### src/gpp_regs.svh
// Register offsets, field widths and reset values of the general port block
`ifndef GPP_REGS_SVH
`define GPP_REGS_SVH

// ****************************************
// Register offsets (byte addresses)
// ****************************************
`define GPP_DATA_CMOS_OFS   8'h00
`define GPP_DIR_CMOS_OFS    8'h04
`define GPP_PULL_CMOS_OFS   8'h08
`define GPP_ALT_CMOS_OFS    8'h0C
`define GPP_DATA_OD_OFS     8'h10
`define GPP_DIR_OD_OFS      8'h14
`define GPP_ANALOG_OFS      8'h18
`define GPP_OUTPIN_OFS      8'h1C
`define GPP_MASKOPT_OFS     8'h20

// ****************************************
// Widths and reset values
// ****************************************
`define GPP_CMOS_W          8
`define GPP_OD_W            4
`define GPP_AN_W            8
`define GPP_DIR_RST         8'hFF
`define GPP_DIR_OD_RST      4'hF
`define GPP_OUTPIN_RST      1'h0

`endif

### src/gpp_pkg.sv
// Types shared by the general port block
`default_nettype none
package gpp_pkg;
	// Bus slave phases
	typedef enum logic [1:0] {
		GPP_IDLE = 2'b01,
		GPP_ACK  = 2'b10
	} gpp_bus_t;
endpackage : gpp_pkg
`default_nettype wire

### src/gpp_port.sv
// General port block: CMOS port, open-drain port, analog input port, output pin
//
// Operation
// - Per-bit direction on every bidirectional port
// - Software pull-up enable per CMOS pin
// - Open-drain port only pulls low, per-bit direction
// - Open-drain pull-ups fixed by manufacturing option
// - CMOS port pins can carry alternate peripheral functions
// - Reset puts bidirectional ports in input mode
// - Analog-shared port is input only
// - Output-only pin low during reset
`timescale 1ns/1ps
`default_nettype none
`include "gpp_regs.svh"
module gpp_port #(
	parameter int         CW         = `GPP_CMOS_W,
	parameter int         OW         = `GPP_OD_W,
	parameter int         AW         = `GPP_AN_W,
	parameter logic [3:0] OD_PULL_OPT = 4'h0   // Manufacturing pull-up option
) (
	input  wire logic          ref_clk,
	input  wire logic          rst,
	// Wishbone slave
	input  wire logic          wb_cyc_i,
	input  wire logic          wb_stb_i,
	input  wire logic          wb_we_i,
	input  wire logic [7:0]    wb_adr_i,
	input  wire logic [3:0]    wb_sel_i,
	input  wire logic [31:0]   wb_dat_i,
	output logic      [31:0]   wb_dat_o,
	output logic               wb_ack_o,
	// CMOS bidirectional port
	input  wire logic [CW-1:0] cmosPinIn,
	output logic      [CW-1:0] cmosPinOut,
	output logic      [CW-1:0] cmosPinOe,
	output logic      [CW-1:0] cmosPullupEn,
	// Alternate function path for the CMOS port
	input  wire logic [CW-1:0] altOut,
	input  wire logic [CW-1:0] altOe,
	output logic      [CW-1:0] altIn,
	// Open-drain port pins
	input  wire logic [OW-1:0] openDrainPortPinsIn,
	output logic      [OW-1:0] openDrainPortPinsOut,
	output logic      [OW-1:0] openDrainPortPinsOe,
	output logic      [OW-1:0] openDrainPullupFitted,
	// Analog-shared input pins
	input  wire logic [AW-1:0] analogSharedInputPins,
	output logic      [AW-1:0] analogInputs,
	// Output-only pin
	output logic               outputOnlyPin
);
	// ****************************************
	// Storage
	// ****************************************
	logic [CW-1:0] cmosLatch_reg;   // CMOS output latch
	logic [CW-1:0] cmosDir_reg;     // 1 = input
	logic [CW-1:0] cmosPull_reg;    // Pull-up enables
	logic [CW-1:0] cmosAlt_reg;     // Alternate function select
	logic [OW-1:0] odLatch_reg;     // Open-drain latch
	logic [OW-1:0] odDir_reg;       // 1 = input
	logic          outPin_reg;      // Output-only latch
	logic [CW-1:0] cmosSync;        // Synchronised pins
	logic [OW-1:0] odSync;
	logic [AW-1:0] anSync;
	gpp_pkg::gpp_bus_t busState_reg;
	logic          busReq;
	logic          wrEn;
	logic [31:0]   rdData_next;

	// ****************************************
	// Pin synchronisers
	// ****************************************
	gpp_sync #(.W(CW)) uSyncCmos (
		.ref_clk (ref_clk),
		.rst     (rst),
		.asyncIn (cmosPinIn),
		.syncOut (cmosSync)
	);
	gpp_sync #(.W(OW)) uSyncOd (
		.ref_clk (ref_clk),
		.rst     (rst),
		.asyncIn (openDrainPortPinsIn),
		.syncOut (odSync)
	);
	gpp_sync #(.W(AW)) uSyncAn (
		.ref_clk (ref_clk),
		.rst     (rst),
		.asyncIn (analogSharedInputPins),
		.syncOut (anSync)
	);

	// ****************************************
	// Wishbone handshake
	// ****************************************
	assign busReq = wb_cyc_i && wb_stb_i && (busState_reg == gpp_pkg::GPP_IDLE);
	assign wrEn   = busReq && wb_we_i && wb_sel_i[0];

	// Ack one cycle after request, dropped next cycle
	always_ff @(posedge ref_clk) begin
		if (rst) begin
			busState_reg <= gpp_pkg::GPP_IDLE;
		end else begin
			case (busState_reg)
				gpp_pkg::GPP_IDLE: begin
					if (busReq) begin
						busState_reg <= gpp_pkg::GPP_ACK;
					end
				end
				gpp_pkg::GPP_ACK: begin
					busState_reg <= gpp_pkg::GPP_IDLE;
				end
				default: begin
					busState_reg <= gpp_pkg::GPP_IDLE;
				end
			endcase
		end
	end
	assign wb_ack_o = (busState_reg == gpp_pkg::GPP_ACK);

	// ****************************************
	// Register writes
	// ****************************************
	always_ff @(posedge ref_clk) begin
		if (rst) begin
			cmosLatch_reg <= '0;
			cmosDir_reg   <= `GPP_DIR_RST;      // All inputs
			cmosPull_reg  <= '0;
			cmosAlt_reg   <= '0;
			odLatch_reg   <= '0;
			odDir_reg     <= `GPP_DIR_OD_RST;   // All inputs
		end else if (wrEn) begin
			case (wb_adr_i)
				`GPP_DATA_CMOS_OFS: cmosLatch_reg <= wb_dat_i[CW-1:0];
				`GPP_DIR_CMOS_OFS:  cmosDir_reg   <= wb_dat_i[CW-1:0];
				`GPP_PULL_CMOS_OFS: cmosPull_reg  <= wb_dat_i[CW-1:0];
				`GPP_ALT_CMOS_OFS:  cmosAlt_reg   <= wb_dat_i[CW-1:0];
				`GPP_DATA_OD_OFS:   odLatch_reg   <= wb_dat_i[OW-1:0];
				`GPP_DIR_OD_OFS:    odDir_reg     <= wb_dat_i[OW-1:0];
				default: begin
				end
			endcase
		end
	end

	// Output-only pin latch, low under reset
	always_ff @(posedge ref_clk) begin
		if (rst) begin
			outPin_reg <= `GPP_OUTPIN_RST;
		end else if (wrEn && wb_adr_i == `GPP_OUTPIN_OFS) begin
			outPin_reg <= wb_dat_i[0];
		end
	end

	// ****************************************
	// Read mux
	// ****************************************
	always_comb begin
		rdData_next = 32'h0000_0000;
		case (wb_adr_i)
			// Latch for outputs, pin for inputs
			`GPP_DATA_CMOS_OFS: rdData_next[CW-1:0] =
				(cmosDir_reg & cmosSync) | (~cmosDir_reg & cmosLatch_reg);
			`GPP_DIR_CMOS_OFS:  rdData_next[CW-1:0] = cmosDir_reg;
			`GPP_PULL_CMOS_OFS: rdData_next[CW-1:0] = cmosPull_reg;
			`GPP_ALT_CMOS_OFS:  rdData_next[CW-1:0] = cmosAlt_reg;
			`GPP_DATA_OD_OFS:   rdData_next[OW-1:0] =
				(odDir_reg & odSync) | (~odDir_reg & odLatch_reg);
			`GPP_DIR_OD_OFS:    rdData_next[OW-1:0] = odDir_reg;
			`GPP_ANALOG_OFS:    rdData_next[AW-1:0] = anSync;
			`GPP_OUTPIN_OFS:    rdData_next[0]      = outPin_reg;
			`GPP_MASKOPT_OFS:   rdData_next[3:0]    = OD_PULL_OPT;
			default:            rdData_next         = 32'h0000_0000;
		endcase
	end

	// Read data captured with the request
	always_ff @(posedge ref_clk) begin
		if (rst) begin
			wb_dat_o <= 32'h0000_0000;
		end else if (busReq && !wb_we_i) begin
			wb_dat_o <= rdData_next;
		end
	end

	// ****************************************
	// Pin drive
	// ****************************************
	always_ff @(posedge ref_clk) begin
		if (rst) begin
			cmosPinOut            <= '0;
			cmosPinOe             <= '0;
			cmosPullupEn          <= '0;
			openDrainPortPinsOut  <= '0;
			openDrainPortPinsOe   <= '0;
			outputOnlyPin         <= 1'b0;
		end else begin
			// Alternate function overrides latch and direction
			cmosPinOut   <= (cmosAlt_reg & altOut) | (~cmosAlt_reg & cmosLatch_reg);
			cmosPinOe    <= (cmosAlt_reg & altOe) | (~cmosAlt_reg & ~cmosDir_reg);
			// Pull-up only while pin is an input
			cmosPullupEn <= cmosPull_reg & ~((cmosAlt_reg & altOe) | (~cmosAlt_reg & ~cmosDir_reg));
			// Drive low only, never high
			openDrainPortPinsOut <= '0;
			openDrainPortPinsOe  <= ~odDir_reg & ~odLatch_reg;
			outputOnlyPin        <= outPin_reg;
		end
	end

	// Fixed pull-up option, no software path
	assign openDrainPullupFitted = OD_PULL_OPT;
	// Peripheral view of pins
	assign altIn        = cmosSync;
	assign analogInputs = anSync;
endmodule : gpp_port
`default_nettype wire

### src/gpp_sync.sv
// Two-stage synchroniser for a bank of pin inputs
`timescale 1ns/1ps
`default_nettype none
module gpp_sync #(
	parameter int W = 8
) (
	input  wire logic         ref_clk,
	input  wire logic         rst,
	input  wire logic [W-1:0] asyncIn,
	output logic      [W-1:0] syncOut
);
	// First stage, read only by the second
	logic [W-1:0] stage1_reg;

	// ****************************************
	// Synchroniser stages
	// ****************************************
	always_ff @(posedge ref_clk) begin
		if (rst) begin
			stage1_reg <= '0;
			syncOut    <= '0;
		end else begin
			stage1_reg <= asyncIn;
			syncOut    <= stage1_reg;
		end
	end
endmodule : gpp_sync
`default_nettype wire

### config.mk
export PLATFORM = sky130hd
export DESIGN_NAME = gpp_port
export DESIGN_NICKNAME = d
export VERILOG_FILES = /design/src/gpp_pkg.sv /design/src/gpp_port.sv /design/src/gpp_sync.sv
export VERILOG_INCLUDE_DIRS = /design/src
export SDC_FILE = /design/constraint.sdc
export NUM_CORES = 1
export LEC_CHECK = 0
export BUFFER_PORTS_ARGS = -buffer_cell sky130_fd_sc_hd__buf_2
export CAP_MARGIN = 20
export CORE_MARGIN = 5
export CORE_UTILIZATION = 45
export DETAILED_ROUTE_END_ITERATION = 6
export GPL_ROUTABILITY_DRIVEN = 0
export HOLD_SLACK_MARGIN = 0.02
export PLACE_DENSITY = 0.76
export SYNTH_ARGS = -nofsm -noshare
export SYNTH_HDL_FRONTEND = slang
export SYNTH_HIERARCHICAL = 1
export SYNTH_SLANG_ARGS = --single-unit
### constraint.sdc
create_clock -name ref_clk -period 1.87 [get_ports ref_clk]
set_clock_uncertainty 0.1 [all_clocks]
set_input_delay 0.0935 -clock ref_clk [delete_from_list [all_inputs] [get_ports ref_clk]]
set_output_delay 0.0935 -clock ref_clk [all_outputs]
set_load 0.1 [all_outputs]
==> impl_metrics.py, run 1 <==
metrics = {
    "placement": {
        "hpwl_um": 8730,
        "placed_cell_area_sq_um": 5590,
        "port_buffers": 111,
    },
    "drt": {
        "ant_nets": 0,
        "drtIter0Drc": 165,
        "wire_per_inst_um": 15.3,
        "vias_per_cell": 4.89,
        "vias": 3959,
        "drc": 0,
        "dr.max_layer_used": "met4",
        "firstDrtPassIters": 4,
        "wirelength_um": 12400,
        "met3_length_um": 822,
        "wl_met2_um": 6120,
        "wl_met1_um": 5150,
    },
    "sta": {
        "finalHoldViolCount": 0,
        "slew_viol_final": 0,
        "rsz0062_at_grt": "yes",
        "worst_pin_slew_ns": 0.579,
        "timing.slew.headroom_pct": 61.3,
        "period_share_pct": 97.7,
        "fmax_mhz": 547,
        "min_period_ns": 1.83,
        "setup_viol": 0,
    },
    "run_status": {
        "status": "finished, final reports clean",
    },
    "synthesis": {
        "synth-edff-count": 0,
        "syn_area_sq_um": 4850,
        "synthArstFlopShare_pct": 0,
        "synthCells": 474,
        "ys_warn_count": 6,
        "synth.avg_cell_area_sq_um": 10.2,
        "ys_types": 53,
        "ys_seq_area_share_pct": 49.5,
        "synth_ff_type": "dfxtp_1",
        "synth_seq_cells": 120,
    },
    "power_and_ir_drop": {
        "pwr-share-seq_pct": 40.5,
        "power.leakage_nw": 2.88,
        "p_switching_w": 0.00177,
        "p_comb_share_pct": 12.5,
        "power_density_nw_per_um2": 971,
        "p_int_w": 0.00471,
        "p_sw_share_pct": 27.4,
        "clockPowerShare_pct": 47.0,
        "vdd_drop_max_v": 0.000497,
    },
    "critical_path": {
        "cp-start-kind": "input pin",
        "worstPathArrival_ns": 2.10,
        "cpMaxStageDelayCell": "dlygate4sd3_1",
        "critPathKind": "input pin to flip-flop",
        "path_cells": "dlygate4sd3_1, buf_2, or4_4, buf_6, nor4_2, buf_4, mux2i_1, nand2_1",
        "required_ns": 2.15,
        "crit_path_end_kind": "flip-flop",
        "crit_fanout": 8,
        "slowest_delay_ns": 0.53,
    },
    "clock_tree": {
        "clk_pin_slew_ns": 0.06,
        "cts_made_buffers": 17,
        "clock-sinks": 120,
        "cts-root-buf": "clkbuf_8",
        "htreeDepth": 4,
        "cts_tree": "yes",
        "clock_tree.buffer_depth": 2,
        "insertion_delay_ns": 0.52,
    },
    "layout": {
        "area_growth_pct": 37.6,
        "fillers": 896,
        "nets": 742,
        "utilization_pct": 62.4,
        "drive_gt1_share_pct": 31.5,
        "regArea_sq_um": 2400,
        "fin_area_sq_um": 6680,
        "antenna_cells": 0,
        "multiInputGateArea_sq_um": 2210,
    },
    "floorplan": {
        "dieHeight_um": 114,
        "num_rows": 38,
        "die_x_um": 114,
        "coreArea_sq_um": 10700,
        "initial_core_util_pct": 45.4,
        "io-pin-count": 171,
        "design.die.area_sq_um": 13000,
    },
    "grt": {
        "track_usage_pct": 19.0,
        "grt_pass1_vias": 3906,
        "grt_max_degree": 95,
        "antenna_found_initial": 0,
        "grt_pass1_wl_um": 19300,
        "overflow": 0,
    },
    "hold_path": {
        "hp-class": "input pin to flip-flop",
    },
    "run": {
        "cap_violations": 0,
    },
}
## layout by cell type, fill, tap and decap left out, drive strengths merged, types with 4 or more instances in the layout
cell         Yosys  layout
nor4             8       8
nand2           23      23
clkinvlp         0       4
nor3             6       6
nor2b           31      31
dfxtp          120     120
buf             41     137
nor2            53      53
clkinv           0       6
clkbuf          12      17
nor3b            4       4
and2b           12      12
a21oi            6       6
nand3b           5       5
dlygate4sd3      0      49
conb             1      32
o32ai            4       4
and2             6       6
and3             4       4
a311oi           4       4
mux2i           55      55
inv              6       8
nand2b           5       5
o21ai           22      22
## critical path: cells and delay by family
kind	cells	cell delay (ns)
buffers and inverters	4	1.08
AND/OR/NAND/NOR	3	0.72
multiplexers	1	0.20
## routing by layer
layer	vias up	global-route usage, %
met5	-	0
met4	0	9.66
met3	24	4.93
met2	138	32.2
met1	1847	22.2
li1	1950	-
## worst paths after layout
| kind | from | endpoint | slack [ns] | depth (start not counted) |
|---|---|---|---|---|
| setup / recovery | wb_adr_i[6] | cmosDir_reg[7] | 0.04 | 8 |
| hold / removal | wb_stb_i | busState_reg[1] | 0.06 | 4 |
| setup reg to reg | busState_reg[1] | wb_dat_o[0] | 0.12 | 6 |
| hold reg to reg | uSyncOd/stage1_reg[3] | uSyncOd/syncOut[3] | 0.34 | 1 |
## power groups by stage
stage          Clock [W]  Combinational (W)  Sequential [W]
3_5_place_dp           0           0.000722         0.00268
5_1_grt          0.00324           0.000847         0.00263
4_1_cts          0.00311           0.000802         0.00262
6_report         0.00305           0.000811         0.00262
2_1_floorplan          0           0.000492         0.00280
3_3_place_gp           0           0.000713         0.00268
## what timing repair did
action	in CTS	in global routing
hold buffers	49	0
resized for setup	0	3
buffers inserted	0	2
endpoints found under the setup margin	0	22
hold endpoints to repair	93	0
## kinds of logic (layout without fill, tap and decap cells)
family / Yosys count / count (layout) / synth area share, %
flops: 120 / 120 / 49.5
buf+inv: 59 / 223 / 7.86
compound gates: 58 / 58 / 8.02
simple gates: 179 / 179 / 22.7
other cells: 1 / 32 / 0.0773
mux: 57 / 57 / 11.8
## synth_stat cells (all sizes together), types with 3 or more instances
| master | n | area (sq um) |
|---|---|---|
| buf | 41 | 314 |
| or4 | 3 | 22.5 |
| or4b | 3 | 33.8 |
| a21oi | 6 | 30.0 |
| and2 | 6 | 37.5 |
| a311oi | 4 | 35.0 |
| o2bb2ai | 3 | 26.3 |
| nor3b | 4 | 30.0 |
| nand2 | 23 | 86.3 |
| nand3 | 3 | 15.0 |
| nor2b | 31 | 229 |
| nor2 | 53 | 199 |
| o32ai | 4 | 35.0 |
| mux2i | 55 | 551 |
| clkbuf | 12 | 45.0 |
| o21ai | 22 | 110 |
| nand3b | 5 | 37.5 |
| inv | 6 | 22.5 |
| nor3 | 6 | 30.0 |
| dfxtp | 120 | 2400 |
| and3 | 4 | 25.0 |
| nor4 | 8 | 116 |
| or3b | 3 | 26.3 |
| and2b | 12 | 105 |
| nand2b | 5 | 31.3 |
## layout make-up
cell class	instances	area share, %
Inverter	6	0.337
Tap cell	140	2.62
Sequential cell	120	36.0
Clock inverter	14	2.29
Timing Repair Buffer	186	19.4
Multi-Input combinational cell	326	33.1
Clock buffer	17	6.20
## per-stage QoR
| stage | power, W | hold slack (ns) | setup WS (ns) | instances | setup TNS (ns) |
|---|---|---|---|---|---|
| after global placement | 0.00339 | 0.202 | -0.0129 | 727 | -0.0129 |
| final | 0.00648 | 0.0639 | 0.0431 | 809 | 0 |
| after floorplan | 0.00329 | 0.0651 | 0.0000913 | 505 | 0 |
| after CTS | 0.00653 | 0.0287 | 0.0312 | 807 | 0 |
| after detailed placement | 0.00340 | 0.207 | -0.0302 | 727 | -0.0805 |
| after global routing | 0.00671 | 0.0656 | -0.0340 | 809 | -0.0340 |
No activity file was read; power rests on OpenSTA's default activity.
==> run 2: changes to the inputs <==
--- a/config.mk
+++ b/config.mk
@@ -9,11 +9,11 @@
 export BUFFER_PORTS_ARGS = -buffer_cell sky130_fd_sc_hd__buf_2
 export CAP_MARGIN = 20
 export CORE_MARGIN = 5
-export CORE_UTILIZATION = 45
+export CORE_UTILIZATION = 50
 export DETAILED_ROUTE_END_ITERATION = 6
 export GPL_ROUTABILITY_DRIVEN = 0
 export HOLD_SLACK_MARGIN = 0.02
-export PLACE_DENSITY = 0.76
+export PLACE_DENSITY = 0.8
 export SYNTH_ARGS = -nofsm -noshare
 export SYNTH_HDL_FRONTEND = slang
 export SYNTH_HIERARCHICAL = 1
==> constraint.sdc (replaced) <==
create_clock -name ref_clk -period 2.1 [get_ports ref_clk]
set_clock_uncertainty 0.1 [all_clocks]
set_input_delay 0.105 -clock ref_clk [delete_from_list [all_inputs] [get_ports ref_clk]]
set_output_delay 0.105 -clock ref_clk [all_outputs]
set_load 0.1 [all_outputs]
==> impl_metrics.py, run 2 (synthesis gave the netlist of run 1 again) <==
metrics = {
    "run_status": {
        "status": "finished, final reports clean",
    },
    "layout": {
        "nets": 745,
        "utilization_pct": 69.6,
        "area_growth_pct": 38.3,
        "drive_gt1_share_pct": 29.9,
        "layout_commonest_cell": "dfxtp_1",
        "antenna_cells": 0,
        "final_cells": 806,
        "layout_common_cells": "dfxtp_1 (120), buf_2 (110), dlygate4sd3_1 (61), mux2i_1 (55), nor2_1 (53)",
    },
    "hold_path": {
        "holdPathStages": 4,
        "min_to": "busState_reg[1]",
        "min_from": "wb_cyc_i",
        "hp-class": "input pin to flip-flop",
    },
    "drt": {
        "firstDrtPassIters": 6,
        "wire_per_inst_um": 16.5,
        "ant_nets": 0,
        "drc": 0,
        "drtIter0Drc": 361,
        "wirelength_um": 13300,
        "vias_per_cell": 5.18,
        "vias": 4172,
    },
    "sta": {
        "min_period_ns": 1.99,
        "setup_viol": 0,
        "hold_slack_ns": 0.0729,
        "timing.slew.headroom_pct": 57.5,
        "period_share_pct": 94.6,
        "slew_viol_final": 0,
        "worst_pin_slew_ns": 0.628,
        "worst_slack_ns": 0.114,
        "rsz0062_at_grt": "no",
        "finalHoldViolCount": 0,
        "final.setup.tns_ns": 0,
        "fmax_mhz": 504,
    },
    "critical_path": {
        "cpMaxStageDelayCell": "or4b_1",
        "rr_startpoint": "busState_reg[1]",
        "critPathKind": "input pin to flip-flop",
        "crit_family": "simple AND/OR/NAND/NOR gates",
        "required_ns": 2.40,
        "ff2ff_setup_slack_ns": 0.36,
        "slowest_delay_ns": 0.67,
        "r2r_end": "cmosDir_reg[2]",
        "worstPathArrival_ns": 2.28,
        "crit_path_end_kind": "flip-flop",
        "path_cells": "dlygate4sd3_1, buf_2, or4b_1, nor4_4, mux2i_1, nor2_1",
        "cp-start-kind": "input pin",
        "r2r_cells": 6,
        "crit_buf_inv": 2,
        "crit_fanout": 4,
    },
    "clock_tree": {
        "cts_setup_buffers": 0,
        "cts_tree": "yes",
        "cts_made_buffers": 17,
        "clock_tree.buffer_depth": 2,
        "insertion_delay_ns": 0.51,
        "clk_pin_slew_ns": 0.06,
        "cts-root-buf": "clkbuf_8",
        "clock-sinks": 120,
        "htreeDepth": 4,
    },
    "grt": {
        "track_usage_pct": 23.2,
        "overflow": 0,
        "grt_pass1_vias": 4247,
        "grt_pass1_wl_um": 21000,
        "grt_max_degree": 62,
        "antenna_found_initial": 0,
    },
    "floorplan": {
        "initial_core_util_pct": 50.4,
        "num_rows": 36,
        "dieHeight_um": 109,
        "coreArea_sq_um": 9640,
        "design.die.area_sq_um": 11800,
        "die_x_um": 109,
        "io-pin-count": 171,
    },
    "placement": {
        "dp_cells": 713,
        "port_buffers": 111,
        "pre_cts_slack_ns": 0.0870,
        "hpwl_um": 8450,
    },
    "power_and_ir_drop": {
        "vdd_drop_max_v": 0.000560,
        "power.leakage_nw": 2.90,
        "power_density_nw_per_um2": 869,
    },
    "run": {
        "cap_violations": 0,
    },
}
run 2: metal layers:
layer  GRT usage [%]  vias to the layer above  part of all wire (%)
met2            38.8                      237                    49
li1                -                     1955                     -
met3            5.91                       48                   8.9
met5               0                        -                     0
met4            13.3                        0                   3.7
met1            26.8                     1932                    38
run 2: through the flow:
stage               instance area, sq um  power (W)
global placement                    5520    0.00301
finish                              6710    0.00583
detailed placement                  5520    0.00302
CTS                                 6710    0.00587
floorplan                           4970    0.00293
global route                        6710    0.00601
run 2: worst register-to-register path: stages (launching register included):
cell and delay [ns]:
dfxtp_1 0.30, nand4b_1 0.16, buf_4 0.22, nor4_2 0.29, buf_4 0.25, mux2i_1 0.22, nand2_1 0.08
run 2: layout make-up:
cell class / instances / area [sq um]
clock buffers: 18 / 428
well taps: 133 / 166
flip-flops and latches: 120 / 2400
multi-input cells: 326 / 2200
fillers: 709 / 2930
clock inverters: 14 / 151
inverters: 6 / 22.5
repair buffers: 189 / 1350
run 2: worst max-delay path by stage:
stage / start / to / slack (ns) / cells past startpoint
3_5_place_dp: wb_adr_i[5] / cmosDir_reg[6] / 0.09 / 6
2_1_floorplan: busState_reg[1] / odDir_reg[0] / 0.09 / 5
6_report: wb_adr_i[5] / odLatch_reg[3] / 0.11 / 6
3_3_place_gp: wb_adr_i[5] / cmosDir_reg[2] / 0.13 / 6
4_1_cts: wb_adr_i[5] / cmosDir_reg[2] / 0.06 / 7
5_1_grt: wb_adr_i[5] / odDir_reg[1] / 0.06 / 7
run 2: what timing repair did:
action	CTS	global route
hold buffers	61	0
setup endpoints to repair	0	23
resized for setup	0	1
hold endpoints to repair	94	0
run 2: report_power, final:
group	total [W]	leakage [nW]	switching (W)	internal, W
combinational	0.000726	1.66	0.000542	0.000184
clock	0.00277	0.269	0.00105	0.00172
sequential	0.00234	0.976	0.0000178	0.00232
==> run 3: changes to the inputs <==
--- a/config.mk
+++ b/config.mk
@@ -8,12 +8,12 @@
 export LEC_CHECK = 0
 export BUFFER_PORTS_ARGS = -buffer_cell sky130_fd_sc_hd__buf_2
 export CAP_MARGIN = 20
+export CORE_ASPECT_RATIO = 1.75
 export CORE_MARGIN = 5
-export CORE_UTILIZATION = 50
+export CORE_UTILIZATION = 35
 export DETAILED_ROUTE_END_ITERATION = 6
 export GPL_ROUTABILITY_DRIVEN = 0
 export HOLD_SLACK_MARGIN = 0.02
-export PLACE_DENSITY = 0.8
 export SYNTH_ARGS = -nofsm -noshare
 export SYNTH_HDL_FRONTEND = slang
 export SYNTH_HIERARCHICAL = 1
==> impl_metrics.py, run 3 (synthesis gave the netlist of run 1 again) <==
metrics = {
    "grt": {
        "grt_pass1_wl_um": 20500,
        "track_usage_pct": 16.1,
        "antenna_found_initial": 1,
        "grt_pass1_vias": 3958,
        "overflow": 0,
        "grt_max_degree": 37,
    },
    "floorplan": {
        "initial_core_util_pct": 35.3,
        "coreArea_sq_um": 13800,
        "num_rows": 57,
        "design.die.area_sq_um": 16400,
        "io-pin-count": 171,
        "die_x_um": 99.0,
        "dieHeight_um": 166,
    },
    "drt": {
        "wl_met1_um": 4870,
        "firstDrtPassIters": 4,
        "vias_per_cell": 4.74,
        "wl_met2_um": 6950,
        "ant_nets": 0,
        "drtIter0Drc": 202,
        "met3_length_um": 810,
        "wire_per_inst_um": 15.5,
        "dr.max_layer_used": "met4",
        "vias": 4001,
        "wirelength_um": 13000,
        "drc": 0,
    },
    "critical_path": {
        "crit_path_end_kind": "flip-flop",
        "cp-start-kind": "flip-flop",
        "cpMaxStageDelayCell": "dfxtp_1",
        "required_ns": 2.27,
        "critPathKind": "flip-flop to flip-flop",
        "path_cells": "nand4b_1, buf_4, nor4_2, buf_4, mux2i_1, nand2_1",
        "worstPathArrival_ns": 1.90,
        "cp_common_cell": "buf_4",
        "slowest_delay_ns": 0.30,
        "crit_fanout": 13,
    },
    "layout": {
        "layout_common_cells": "dfxtp_1 (120), buf_2 (110), mux2i_1 (55), dlygate4sd3_1 (54), nor2_1 (53)",
        "layout_commonest_cell": "dfxtp_1",
        "fin_area_sq_um": 6660,
        "nets": 741,
        "area_growth_pct": 37.3,
        "fillers": 1277,
        "drive_gt1_share_pct": 29.4,
    },
    "clock_tree": {
        "clock_tree.buffer_depth": 2,
        "cts_tree": "yes",
        "cts-root-buf": "clkbuf_16",
        "clk_pin_slew_ns": 0.05,
        "cts_made_buffers": 17,
        "clock-sinks": 120,
        "insertion_delay_ns": 0.41,
        "cts_setup_buffers": 0,
        "htreeDepth": 4,
    },
    "sta": {
        "worst_pin_slew_ns": 0.596,
        "fmax_mhz": 578,
        "timing.slew.headroom_pct": 59.7,
        "setup_viol": 0,
        "rsz0062_at_grt": "no",
        "finalHoldViolCount": 0,
        "hold_slack_ns": 0.100,
        "final.setup.tns_ns": 0,
        "min_period_ns": 1.73,
        "slew_viol_final": 0,
        "period_share_pct": 82.4,
    },
    "placement": {
        "hpwl_um": 9430,
        "port_buffers": 111,
        "placed_cell_area_sq_um": 5570,
    },
    "run_status": {
        "status": "finished, final reports clean",
    },
    "power_and_ir_drop": {
        "power_density_nw_per_um2": 862,
        "vdd_drop_max_v": 0.000569,
        "power.leakage_nw": 2.87,
    },
    "hold_path": {
        "hp-class": "input pin to flip-flop",
    },
    "run": {
        "cap_violations": 0,
    },
}
run 3: cell types whose count changed in the layout (fill, tap and decap cells not counted), sizes merged:
cell,change
clkbuf,+8
dlygate4sd3,-7
clkinvlp,-5
clkinv,-4
buf,+3
bufinv,-1
diode,+1
inv,-1
run 3: worst paths after layout:
check	start	end	slack, ns	depth (start not counted)
min	wb_adr_i[6]	wb_dat_o[7]	0.10	5
max	busState_reg[1]	cmosDir_reg[4]	0.37	6
min reg2reg	uSyncCmos/stage1_reg[0]	uSyncCmos/syncOut[0]	0.33	1
max reg2reg	busState_reg[1]	cmosDir_reg[4]	0.37	6
run 3: per-layer routing:
metal	global-route usage (%)	vias up
met5	0	-
met4	8.32	0
met3	3.91	31
met2	28.6	140
met1	17.2	1877
li1	-	1953
run 3: area by class of cell:
class                      instances  area [sq um]  area share, %
sequential                       120          2400           36.0
timing repair buffer             185          1270           19.1
multi-input combinational        326          2190           32.9
antenna                            1          2.50         0.0376
clock buffer                      26           509           7.64
tap                              177           221           3.32
inverter                           6          22.5          0.338
clock inverter                     3          40.0          0.601
run 3: report_power, final:
group,switching [W],internal [W]
clock network,0.000928,0.00176
registers,0.0000170,0.00232
logic,0.000534,0.000185
run 3: timing repair:
action / CTS / global route
resized for setup: 0 / 0
hold endpoints to repair: 95 / 0
hold buffers: 54 / 0
run 3: critical path: cells and delay by family, from the launching register on:
| kind | cells | cell delay, ns |
|---|---|---|
| flip-flops | 1 | 0.30 |
| AND/OR/NAND/NOR | 3 | 0.51 |
| multiplexers | 1 | 0.20 |
| buffers and inverters | 2 | 0.48 |
run 3: through the flow:
step           utilization, %  setup WS [ns]  std cells  power, W
6_report                 48.4          0.369        844   0.00574
5_1_grt                  48.4          0.211        844   0.00593
4_1_cts                  48.4          0.352        843   0.00580
3_5_place_dp             40.5        -0.0132        760   0.00303
3_3_place_gp             40.5         0.0379        760   0.00302
2_1_floorplan               -         0.0911        505   0.00293
